`src/rtl/tfs_defs.svh`:
```
`ifndef TFS_DEFS_SVH
`define TFS_DEFS_SVH
// delay counter terminal counts, in speed clock ticks
`define TFS_PRE_SHORT 16'h0040
`define TFS_PRE_LONG 16'h0100
`define TFS_POST 16'h0020
`define TFS_HALT 16'h0030
`define TFS_IRG 16'h0010
// file mark codes: octal 23 and octal 17
`define TFS_FM_NORMAL 6'h13
`define TFS_FM_CORE 6'h0F
`define TFS_LRC_GAP 4'h4
`endif

```
`src/rtl/tfs_pkg.sv`:
```
package tfs_pkg;
	typedef enum logic [2:0] {
		ST_REST, ST_PRE1, ST_PRE2, ST_XFER,
		ST_POST, ST_HALTF, ST_HALTR, ST_WAIT
	} tfs_state_type;
endpackage

```
`src/rtl/tfs_seq.sv`:
```
`timescale 1ns/1ns
`include "tfs_defs.svh"
module tfs_seq
	import tfs_pkg::*;
#(
	parameter int CNT_W = 16
)(
	input wire logic i_sys_clk, // 20 MHz
	input wire logic i_rst, // sync, active high
	input wire logic i_command_strobe, // pin, load command
	input wire logic i_backward_dir_cmd, // reverse
	input wire logic i_write_cmd, // write record
	input wire logic i_file_mark_write_cmd, // write file mark
	input wire logic i_gap_cmd, // erase 3 inch gap
	input wire logic i_forward_space_cmd, // space
	input wire logic i_read_cmd, // read
	input wire logic i_clear_cmd, // clear
	input wire logic i_tape_return_cmd, // rewind
	input wire logic i_offline_cmd, // offline
	input wire logic i_odd_parity_select, // mode line
	input wire logic i_packing_high_select, // mode line
	input wire logic i_high_read_threshold, // mode line
	input wire logic i_low_read_threshold, // mode line
	input wire logic i_core_dump_fm_select, // mode line
	input wire logic i_nine_track, // selected unit is 9 track
	input wire logic i_manual_mode, // front panel override
	input wire logic i_dual_gap, // read-after-write unit
	input wire logic i_thr_fitted, // unit has threshold option
	input wire logic i_rewind_irq_en, // rewind sets busy
	input wire logic i_tape_start_mark, // at load point
	input wire logic i_rewinding, // unit rewinding
	input wire logic i_speed_tick, // speed clock pulse
	input wire logic i_read_strobe, // read data strobe
	input wire logic i_adaptor_halt, // halt from adaptor
	input wire logic i_mark_done, // file mark and lrc written
	input wire logic i_write_done, // write tail written
	output logic o_command_busy, // busy
	output logic o_data_busy, // data busy
	output logic o_forward_motion_cmd, // forward motion
	output logic o_reverse_motion_cmd, // reverse motion
	output logic o_rewind_pulse, // rewind to unit
	output logic o_offline_pulse, // offline to unit
	output logic o_cmd_reject, // strobe refused
	output logic o_odd_parity, // parity in use
	output logic o_high_density, // density in use
	output logic o_thr_high_act, // high threshold active
	output logic o_thr_low_act, // low threshold active
	output logic [5:0] o_fm_code, // file mark character
	output logic o_fm_even, // file mark even parity
	output logic o_data_xfer_en, // data exchange enabled
	output logic [2:0] o_state // sequencer state
);
	tfs_state_type state, next_state;
	logic [2:0] sync_stb, sync_rs, sync_tk, sync_rw;
	logic stb_edge, rs_edge, tick;
	logic [CNT_W-1:0] cnt;
	logic c_rev, c_wr, c_fm, c_gap, c_sp, c_rd, c_rwb;
	logic busy, rew_pend, offl_pend;

	// pins pass two flops; the third stage only feeds edge detect
	always_ff @(posedge i_sys_clk)
	begin
		sync_stb <= {sync_stb[1:0], i_command_strobe};
		sync_rs <= {sync_rs[1:0], i_read_strobe};
		sync_tk <= {sync_tk[1:0], i_speed_tick};
		sync_rw <= {sync_rw[1:0], i_rewinding};
	end
	assign stb_edge = sync_stb[1] & ~sync_stb[2];

	// command bits and adaptor/panel levels also cross two flops; the
	// command bits then line up with the strobe edge detect
	logic [8:0] cmd_s1, cmd_s2;
	logic [11:0] lvl_s1, lvl_s2;
	always_ff @(posedge i_sys_clk)
	begin
		cmd_s1 <= {i_backward_dir_cmd, i_write_cmd, i_file_mark_write_cmd,
			i_gap_cmd, i_forward_space_cmd, i_read_cmd, i_clear_cmd,
			i_tape_return_cmd, i_offline_cmd};
		cmd_s2 <= cmd_s1;
		lvl_s1 <= {i_odd_parity_select, i_packing_high_select,
			i_high_read_threshold, i_low_read_threshold,
			i_core_dump_fm_select, i_nine_track, i_manual_mode, i_dual_gap,
			i_thr_fitted, i_rewind_irq_en, i_tape_start_mark,
			i_adaptor_halt};
		lvl_s2 <= lvl_s1;
	end
	wire odd_sel = lvl_s2[11];
	wire dens_sel = lvl_s2[10];
	wire thr_hi_sel = lvl_s2[9];
	wire thr_lo_sel = lvl_s2[8];
	wire cd_sel = lvl_s2[7];
	wire nine_trk = lvl_s2[6];
	wire manual = lvl_s2[5];
	wire dual_gap = lvl_s2[4];
	wire thr_fit = lvl_s2[3];
	wire rew_irq = lvl_s2[2];
	wire at_start = lvl_s2[1];
	wire halt_req = lvl_s2[0];
	assign rs_edge = sync_rs[1] & ~sync_rs[2];
	assign tick = sync_tk[1] & ~sync_tk[2];

	// command decode; only the listed combinations are valid
	wire n_wr = cmd_s2[7];
	wire n_fm = cmd_s2[6];
	wire n_gap = cmd_s2[5];
	wire n_rd = cmd_s2[3];
	wire n_sp = cmd_s2[4];
	wire n_rv = cmd_s2[8];
	wire n_clr = cmd_s2[2];
	wire n_rew = cmd_s2[1];
	wire n_ofl = cmd_s2[0];
	wire any_motion = n_wr | n_fm | n_gap | n_rd | n_sp;
	wire any_sys = n_clr | n_rew | n_ofl;
	wire v_read = n_rd & ~(n_wr | n_fm | n_gap | n_sp | any_sys);
	wire v_space = (n_sp ^ n_rv) & ~(n_wr | n_fm | n_gap | n_rd | any_sys);
	wire v_writey = ~n_rv & ~n_rd & ~n_sp & ~any_sys
		& (n_wr | n_fm | n_gap) & ~(n_wr & n_fm);
	wire v_rew = n_rew & ~n_clr & ~any_motion & ~n_rv;
	wire v_ofl = n_ofl & ~n_rew & ~n_clr & ~any_motion & ~n_rv;
	wire v_clr = n_clr & ~n_rew & ~n_ofl & ~any_motion & ~n_rv;
	wire v_motion = v_read | v_space | v_writey;
	wire in_halt = state == ST_HALTF || state == ST_HALTR;
	wire chain_ok = in_halt & (v_read | (v_writey & n_wr));
	wire rew_busy = v_rew & rew_irq & ~n_ofl;
	wire take_cmd = stb_edge & (v_clr
		| (~busy & (v_motion | v_rew | v_ofl)) | chain_ok);
	wire busy_cmd = v_clr | rew_busy | v_motion;

	// delay counter terminal count by state
	logic [CNT_W-1:0] tc;
	assign tc = (state == ST_PRE1) ? CNT_W'(`TFS_PRE_SHORT) :
		(state == ST_PRE2) ? CNT_W'(`TFS_PRE_LONG) :
		(state == ST_POST) ? CNT_W'(`TFS_POST) :
		(state == ST_XFER) ? CNT_W'(`TFS_IRG) :
		CNT_W'(`TFS_HALT);
	wire cnt_stop = cnt >= tc;
	wire writey = c_wr | c_fm | c_gap;
	wire xfer_done = (c_gap & ~c_wr & ~c_fm) ? 1'b1 :
		(writey & ~dual_gap) ? (c_fm ? i_mark_done : i_write_done)
		: cnt_stop;

	// next state
	always_comb
	begin
		next_state = state;
		case (state)
			ST_REST, ST_HALTF, ST_HALTR:
			begin
				if (take_cmd & busy_cmd & (v_clr | rew_busy))
					next_state = ST_WAIT;
				else if (take_cmd & v_motion)
					next_state = (at_start | n_gap) ?
						ST_PRE2 : ST_PRE1;
				else if (state != ST_REST & cnt_stop)
					next_state = ST_REST;
			end
			ST_PRE1, ST_PRE2:
				if (cnt_stop)
					next_state = ST_XFER;
			ST_XFER:
				if (xfer_done)
					next_state = ST_POST;
			ST_POST:
				if (cnt_stop)
					next_state = c_rev ? ST_HALTR : ST_HALTF;
			ST_WAIT:
				if (~sync_rw[1] & ~c_rwb)
					next_state = ST_REST;
			default:
				next_state = ST_REST;
		endcase
		if (take_cmd & v_clr)
			next_state = ST_WAIT;
	end

	// state register and delay counter; three-bit, rest at reset
	always_ff @(posedge i_sys_clk)
	begin
		if (i_rst)
			state <= ST_REST;
		else
			state <= next_state;
	end
	always_ff @(posedge i_sys_clk)
	begin
		if (i_rst || next_state != state || (state == ST_XFER && rs_edge))
			cnt <= '0;
		else if (tick && !cnt_stop)
			cnt <= cnt + 1'b1;
	end

	// command storage: adaptor may drop bits after strobe
	always_ff @(posedge i_sys_clk)
	begin
		if (i_rst)
		begin
			{c_rev, c_wr, c_fm, c_gap, c_sp, c_rd, c_rwb} <= '0;
		end
		else if (take_cmd)
		begin
			{c_rev, c_wr, c_fm, c_gap, c_sp, c_rd} <=
				{n_rv, n_wr, n_fm, n_gap, n_sp, n_rd};
			c_rwb <= rew_busy;
		end
		// a busy rewind waits until the unit reports rewinding; a unit
		// that never answers is left only by a clear
		else if (sync_rw[1])
			c_rwb <= 1'b0;
	end

	// busy flag; plain offline or rewind leaves it clear
	always_ff @(posedge i_sys_clk)
	begin
		if (i_rst)
			busy <= 1'b0;
		else if (take_cmd & busy_cmd)
			busy <= 1'b1;
		else if (next_state == ST_REST && state != ST_REST)
			busy <= 1'b0;
	end

	// unit pulses; offline follows the rewind when both asked
	always_ff @(posedge i_sys_clk)
	begin
		if (i_rst)
		begin
			rew_pend <= 1'b0;
			offl_pend <= 1'b0;
			o_rewind_pulse <= 1'b0;
			o_offline_pulse <= 1'b0;
			o_cmd_reject <= 1'b0;
		end
		else
		begin
			o_rewind_pulse <= take_cmd & n_rew;
			rew_pend <= take_cmd & n_rew & n_ofl;
			offl_pend <= rew_pend;
			o_offline_pulse <= (take_cmd & v_ofl) | offl_pend;
			o_cmd_reject <= stb_edge & ~take_cmd;
		end
	end

	// motion and data busy follow the state
	assign o_command_busy = busy;
	assign o_state = state;
	wire moving = state == ST_PRE1 || state == ST_PRE2
		|| state == ST_XFER || state == ST_POST;
	always_ff @(posedge i_sys_clk)
	begin
		if (i_rst)
		begin
			o_forward_motion_cmd <= 1'b0;
			o_reverse_motion_cmd <= 1'b0;
			o_data_busy <= 1'b0;
			o_data_xfer_en <= 1'b0;
		end
		else
		begin
			o_forward_motion_cmd <= moving & ~c_rev;
			o_reverse_motion_cmd <= moving & c_rev;
			o_data_busy <= state == ST_XFER || state == ST_POST;
			o_data_xfer_en <= state == ST_XFER & (c_rd | c_wr)
				& ~halt_req;
		end
	end

	// mode lines are used live; the adaptor holds them steady
	wire remote7 = ~nine_trk & ~manual;
	always_ff @(posedge i_sys_clk)
	begin
		if (i_rst)
		begin
			o_odd_parity <= 1'b1;
			o_high_density <= 1'b1;
			o_thr_high_act <= 1'b0;
			o_thr_low_act <= 1'b0;
			o_fm_code <= `TFS_FM_NORMAL;
			o_fm_even <= 1'b0;
		end
		else
		begin
			o_odd_parity <= remote7 ? odd_sel : 1'b1;
			o_high_density <= remote7 ? dens_sel
				: 1'b1;
			o_thr_high_act <= thr_hi_sel & thr_fit
				& ~dual_gap & ~c_rev & (c_rd | c_sp);
			o_thr_low_act <= thr_lo_sel & thr_fit;
			o_fm_even <= nine_trk & cd_sel;
			o_fm_code <= (nine_trk & cd_sel) ?
				`TFS_FM_CORE : `TFS_FM_NORMAL;
		end
	end
endmodule

```
`config.mk`:
```
export PLATFORM = sky130hd
export DESIGN_NAME = tfs_seq
export DESIGN_NICKNAME = d
export VERILOG_FILES = /design/src/rtl/tfs_pkg.sv /design/src/rtl/tfs_seq.sv
export VERILOG_INCLUDE_DIRS = /design/src /design/src/rtl
export SDC_FILE = /design/constraint.sdc
export NUM_CORES = 1
export LEC_CHECK = 0
export CAP_MARGIN = 20
export CORE_ASPECT_RATIO = 0.5
export CORE_MARGIN = 2
export CORE_UTILIZATION = 62
export CTS_CLUSTER_DIAMETER = 80
export DETAILED_ROUTE_END_ITERATION = 6
export DONT_BUFFER_PORTS = 1
export PLACE_DENSITY = 0.78
export SLEW_MARGIN = 40
export SYNTH_ARGS = -nofsm -noshare
export SYNTH_HDL_FRONTEND = slang
export SYNTH_SLANG_ARGS = --single-unit
```
`constraint.sdc`:
```
create_clock -name i_sys_clk -period 3.93 [get_ports i_sys_clk]
set_input_delay 0.786 -clock i_sys_clk [delete_from_list [all_inputs] [get_ports i_sys_clk]]
set_output_delay 0.786 -clock i_sys_clk [all_outputs]
set_load 0.02 [all_outputs]
```
* Word-level counts from Yosys, hierarchy flattened
Index checks and enable logic that the tools add are counted.
Word-level totals: word-level logic and storage cells 188, output and inout bits 22, flip-flop bits (word level) 100
Operators by class: reduce and logical (&&, ||, !) cells 19, magnitude comparators 1, bitwise gates (word level) 103, mux-type cells 23, eq/ne operators 8, add/sub/neg operators 1
Operators with widths (number):
- $and A1 B1 Y1 | 52
- $not A1 Y1 | 26
- $mux W3 | 8
- $or A1 B1 Y1 | 24
- $mux W9 | 2
- $add A16 B1 Y16 const B | 1
- $ge A16 B9 Y1 | 1
- $pmux W3 S5 | 1
- $eq A3 B3 Y1 const B | 4
- $mux W6 | 2
- $logic_or A1 B1 Y1 | 7
- $mux W1 | 7
- $eq A3 B2 Y1 const B | 2
- $logic_not A3 Y1 | 2
- $mux W5 | 1
- $mux W2 | 2
- $reduce_bool A2 Y1 | 2
- $reduce_or A2 Y1 | 2
- $eq A3 B1 Y1 const B | 1
- $logic_and A1 B1 Y1 | 3
- $ne A3 B3 Y1 | 1
- $reduce_bool A3 Y1 | 1
- $reduce_or A3 Y1 | 1
- $logic_not A1 Y1 | 1
- $xor A1 B1 Y1 | 1

* Longest topological paths before layout
depth after elaboration 23, depth in mapped cells 13

* Worst setup path before layout
OpenSTA, ideal clock, no wires.
kind register -> register, start point register state[1], in the netlist o_state[1], end point register cnt[0], setup slack 0.705 ns, period minus slack after synthesis 3.225 ns, cell stages (with the launch flop) 14, data required time 3.814 ns, library setup time 0.116 ns, data arrival time 3.109 ns, cells stage by stage dfxtp_1 clkbuf_1 nor2_1 nand2_1 a21boi_0 ha_1 nor4b_1 a221o_1 nand3_1 a211oi_1 o2111ai_1 o2111ai_4 buf_6 nor3_2
On the way: longest elaborated chain between the ends 15, elaborated cells between the ends (all ways) 42, those cells by class 1 x order compare; 8 x eq/ne; 15 x mux; 8 x bitwise; 10 x reduce/logical
RTL lines:
- from (decl) | line tfs_seq.sv:53 | tfs_state_type state, next_state;
- from (signal assigned) | line tfs_seq.sv:182 | state <= next_state;
- $eq A3 B2 Y1 | line tfs_seq.sv:134, tfs_seq.sv:146, tfs_seq.sv:186
- $mux W6 | line tfs_seq.sv:134 | (state == ST_XFER) ? CNT_W'(`TFS_IRG) :
- $mux W6 | line tfs_seq.sv:133 | (state == ST_POST) ? CNT_W'(`TFS_POST) :
- $mux W9 | line tfs_seq.sv:132 | (state == ST_PRE2) ? CNT_W'(`TFS_PRE_LONG) :
- $mux W9 | line tfs_seq.sv:131 | assign tc = (state == ST_PRE1) ? CNT_W'(`TFS_PRE_SHORT) :
- $ge A16 B9 Y1 | line tfs_seq.sv:136 | wire cnt_stop = cnt >= tc;
- $and A1 B1 Y1 | line tfs_seq.sv:154 | else if (state != ST_REST & cnt_stop)
- $mux W3 | line tfs_seq.sv:154
- $mux W3 | line tfs_seq.sv:151 | else if (take_cmd & v_motion)
- $mux W3 | line tfs_seq.sv:149 | if (take_cmd & busy_cmd & (v_clr | rew_busy))
- $pmux W3 S5 | line tfs_seq.sv:146 | case (state)
- $mux W3 | line tfs_seq.sv:172 | if (take_cmd & v_clr)
- $ne A3 B3 Y1 | line tfs_seq.sv:186 | if (i_rst || next_state != state || (state == ST_XFER && rs_edge))
- $logic_or A1 B1 Y1 (2 in a row) | line tfs_seq.sv:186
- to (signal assigned) | line tfs_seq.sv:189 | cnt <= cnt + 1'b1;
- to (decl) | line tfs_seq.sv:56 | logic [CNT_W-1:0] cnt;
Several ways; a longest one is shown, not always the timed one. A chain may end at the register's enable or synchronous reset.

* Final worst setup path
start point register state[2], in the netlist o_state[2], end point register cnt[5]
The elaborated chain is that of the path after synthesis.

==> impl_summary.txt <==
----------------------------------------------------
[Routing]
  Routed WL ... 7640 um
  Residual DRC count ... 2
  Detailed-routing iteration count for the pre-antenna-repair pass ... 7
  Vias after detailed routing ... 2717
  DRT antenna net count ... 0
  Initial detailed-routing violation count ... 207
  Vias per cell ... 6.08
  Routed length per placed instance ... 17.1 um

[Yosys]
  Simple-gate share of the synthesized area ... 0.235
  #FFs+latches synth ... 95
  Main combinational cell family by area after synthesis ... simple AND/OR/NAND/NOR gates
  Async SR Flop Fraction ... 0
  Netlist area before placement ... 0.00369 sq mm
  Avg Inst Size Synth ... 10.0 sq um
  Yosys cell types ... 68
  Post-synthesis xor/xnor area fraction ... 0.0213
  Sequential fraction of the synthesis area ... 0.515
  Fraction of the mapped netlist area in adder cells ... 0.0203
  Mux contribution to synthesized area ... 0.00271
  Number of warning messages in the yosys log ... 0
  Post-synth EDFFs ... 0
  Most used flip-flop cell after synthesis ... sky130_fd_sc_hd__dfxtp_1
  Compound-cell area share of the yosys netlist ... 0.160
  Post-synthesis instance total ... 368

[Worst hold path]
  Worst hold-check path type ... flop to flop

[Final layout]
  Area growth, synth to finish ... 7.99%
  Final cell utilization of the core ... 0.711
  Filler-free cell count of the finished design ... 447
  Fraction of final layout cells sized beyond drive strength 1 ... 0.134
  Net count reported at finish ... 402

[Pwr]
  Combinational share of power ... 0.139
  Leak pwr ... 1.50 nW
  Share of power burned in the clock network ... 0.371
  Cell Int Power ... 1.55 mW
  Fraction of power spent switching nets ... 0.291
  Sequential fraction of design power ... 0.490
  Worst ir drop on vdd ... 0.000577 V
  Power density over the cells ... 547 mW/mm^2
  Switch Pwr ... 634 uW

[Clocking]
  Clock buffers created by TritonCTS ... 9
  CTS max path bufs ... 2
  CTS root buffer ... sky130_fd_sc_hd__clkbuf_16
  Postcts setup bufs ... 0
  Clock tree from TritonCTS ... built
  Clock transition at the registers of the reported paths ... 0.07 ns
  Max H-tree Level ... 3
  Later-pin clock latency in the skew report ... 0.35 ns
  Total number of clock tree sinks ... 95

[Floorplanning]
  Initial Util ... 0.659
  Die boundary width ... 113 um
  Standard-cell rows ... 19
  I/O pin count ... 51
  Die boundary height ... 58.6 um
  Die footprint ... 0.00663 sq mm
  Area of the core ... 0.00561 sq mm

[Timing]
  RSZ-0062 raised after global routing ... no
  Final cycle utilization of the critical path ... 0.929
  Setup TNS ... 0 ns
  Min Clock Period, post-route ... 3.65 ns
  Endpoints failing setup ... 0
  Upper clock frequency limit ... 0.274 GHz
  Hold violation total from the final report ... 0
  Final Slew Violations ... 0
  Measured slew at the worst slew-check pin ... 0.715 ns
  Worst slew margin relative to its limit ... 0.523
  Max Clock Skew ... 0.0151 ns

[Setup path]
  Category of the worst setup path capture point ... flop
  Element type at the critical path start ... flop
  Category of the critical setup timing path ... flop to flop
  Signal arrival time at the worst endpoint ... 3.84 ns
  Biggest fanout along the worst timing path ... 16
  Required time of the critical path ... 4.12 ns

[Global route]
  Combined global-route utilization of all metal layers ... 0.243
  First-pass GRT wire length ... 12200 um
  Initial antenna violation count ... 2
  Aggregate global routing overflow ... 0
  Number of global-route vias before repair ... 2482
  Maximum number of pins on one net before global-route repair ... 25

[Placed design]
  Number of instances in the placed design ... 429
  Half-perimeter wire length after detailed placement ... 5260 um
  Gpl congestion ... 0.975
  I/O Buffers ... 0

[Outcome]
  Violated checks ... design-rule violations
  Outcome ... finished with violations

[Run]
  Maximum capacitance violations ... 0

----------------------------------------------------
## cells in the mapped netlist, types with 10 or more instances
master | number | area (sq um)
sky130_fd_sc_hd__nor3_2 | 10 | 100
sky130_fd_sc_hd__a21oi_1 | 15 | 75.1
sky130_fd_sc_hd__dfxtp_1 | 95 | 1900
sky130_fd_sc_hd__nor2_1 | 26 | 97.6
sky130_fd_sc_hd__o21ai_0 | 17 | 85.1
sky130_fd_sc_hd__nor3_1 | 12 | 60.1
sky130_fd_sc_hd__inv_1 | 12 | 45.0
sky130_fd_sc_hd__nand2_1 | 35 | 131
## state kept, by name, indices dropped and copies added (netlist names), 2 cells and up
signal	flops
sync_stb	3
sync_rs	3
lvl_s2	12
cmd_s2	9
sync_tk	3
sync_rw	2
lvl_s1	12
o_fm_code	2
o_state	3
cmd_s1	9
cnt	16
## timing repair
item | 4_1_cts | 5_1_grt
endpoints found under the setup margin | 0 | 17
hold buffers | 0 | 0
gates resized for setup | 0 | 1
## cell type report
cell class,instances,area [sq um]
multi-input cells,244,1630
clock buffers,10,229
clock inverters,6,45.0
flip-flops and latches,95,1900
repair buffers,5,37.5
inverters,12,45.0
fillers,411,1620
diodes,2,5.00
well taps,73,91.3
## cells by family after synthesis
family | count (synthesis)
xor gates and xnor gates | 9
DFF | 95
AOI/OAI and AO/OA | 77
other | 2
adders and majority gates | 6
muxes | 1
and+or+nand+nor | 148
buffers and inverters | 30
## critical path, cell delays in order, from the launching register on
cell,delay [ns]
sky130_fd_sc_hd__dfxtp_1,0.76
sky130_fd_sc_hd__inv_1,0.20
sky130_fd_sc_hd__a21boi_0,0.27
sky130_fd_sc_hd__ha_1,0.18
sky130_fd_sc_hd__nor4b_1,0.31
sky130_fd_sc_hd__a221o_1,0.28
sky130_fd_sc_hd__nand3_1,0.18
sky130_fd_sc_hd__a211oi_1,0.53
sky130_fd_sc_hd__o2111ai_1,0.26
sky130_fd_sc_hd__o2111ai_4,0.37
sky130_fd_sc_hd__nor3_1,0.14
## cell usage in the layout (no fill, tap or decap), types with 4 or more instances in the layout
cell type	netlist	routed
sky130_fd_sc_hd__nor3_1	12	12
sky130_fd_sc_hd__ha_1	6	6
sky130_fd_sc_hd__and2_1	6	6
sky130_fd_sc_hd__clkbuf_16	0	9
sky130_fd_sc_hd__nor3_2	10	10
sky130_fd_sc_hd__o211ai_1	5	5
sky130_fd_sc_hd__nor2b_1	6	6
sky130_fd_sc_hd__nand3_1	6	6
sky130_fd_sc_hd__xnor2_1	7	7
sky130_fd_sc_hd__a31oi_1	7	7
sky130_fd_sc_hd__a21oi_1	15	15
sky130_fd_sc_hd__nor3b_1	7	7
sky130_fd_sc_hd__nand2b_1	5	5
sky130_fd_sc_hd__inv_1	12	12
sky130_fd_sc_hd__o21ai_0	17	17
sky130_fd_sc_hd__nand4_1	7	7
sky130_fd_sc_hd__dfxtp_1	95	94
sky130_fd_sc_hd__nor4_1	6	6
sky130_fd_sc_hd__buf_4	6	5
sky130_fd_sc_hd__nand2_1	35	35
sky130_fd_sc_hd__nor4b_1	4	4
sky130_fd_sc_hd__nor2_1	26	26
## power groups by stage
stage,Clock [mW],Combinational [mW],Sequential [mW]
finish,0.810,0.303,1.07
global route,0.857,0.330,1.07
CTS,0.820,0.298,1.07
detailed placement,0,0.296,1.09
global placement,0,0.286,1.08
floorplan,0,0.260,1.06
## metrics by stage
stage          cell area [sq um]  power (mW)  setup slack, ns  hold WS (ns)
5_1_grt                     3990        2.26          0.00917         0.333
3_5_place_dp                3710        1.38            0.231         0.312
2_1_floorplan               3700        1.32            0.705         0.310
4_1_cts                     3980        2.18            0.218         0.327
3_3_place_gp                3710        1.37            0.450         0.310
6_report                    3990        2.18            0.280         0.326
## layer usage
layer | track usage | vias up | part of all wire
met4 | 0.0801 | 0 | 0.0092
li1 | - | 1318 | -
met1 | 0.302 | 1262 | 0.44
met5 | 0 | - | 0
met2 | 0.375 | 126 | 0.46
met3 | 0.119 | 11 | 0.087
## worst paths after layout
path / slack (ns) / cells past startpoint / from / endpoint
setup / recovery: 0.28 / 10 / o_state[2] / cnt[5]
hold / removal: 0.33 / 0 / lvl_s1[3] / lvl_s2[3]
setup reg to reg: 0.28 / 10 / o_state[2] / cnt[5]
hold reg to reg: 0.33 / 0 / lvl_s1[3] / lvl_s2[3]
(Power assumes the default switching activity.)
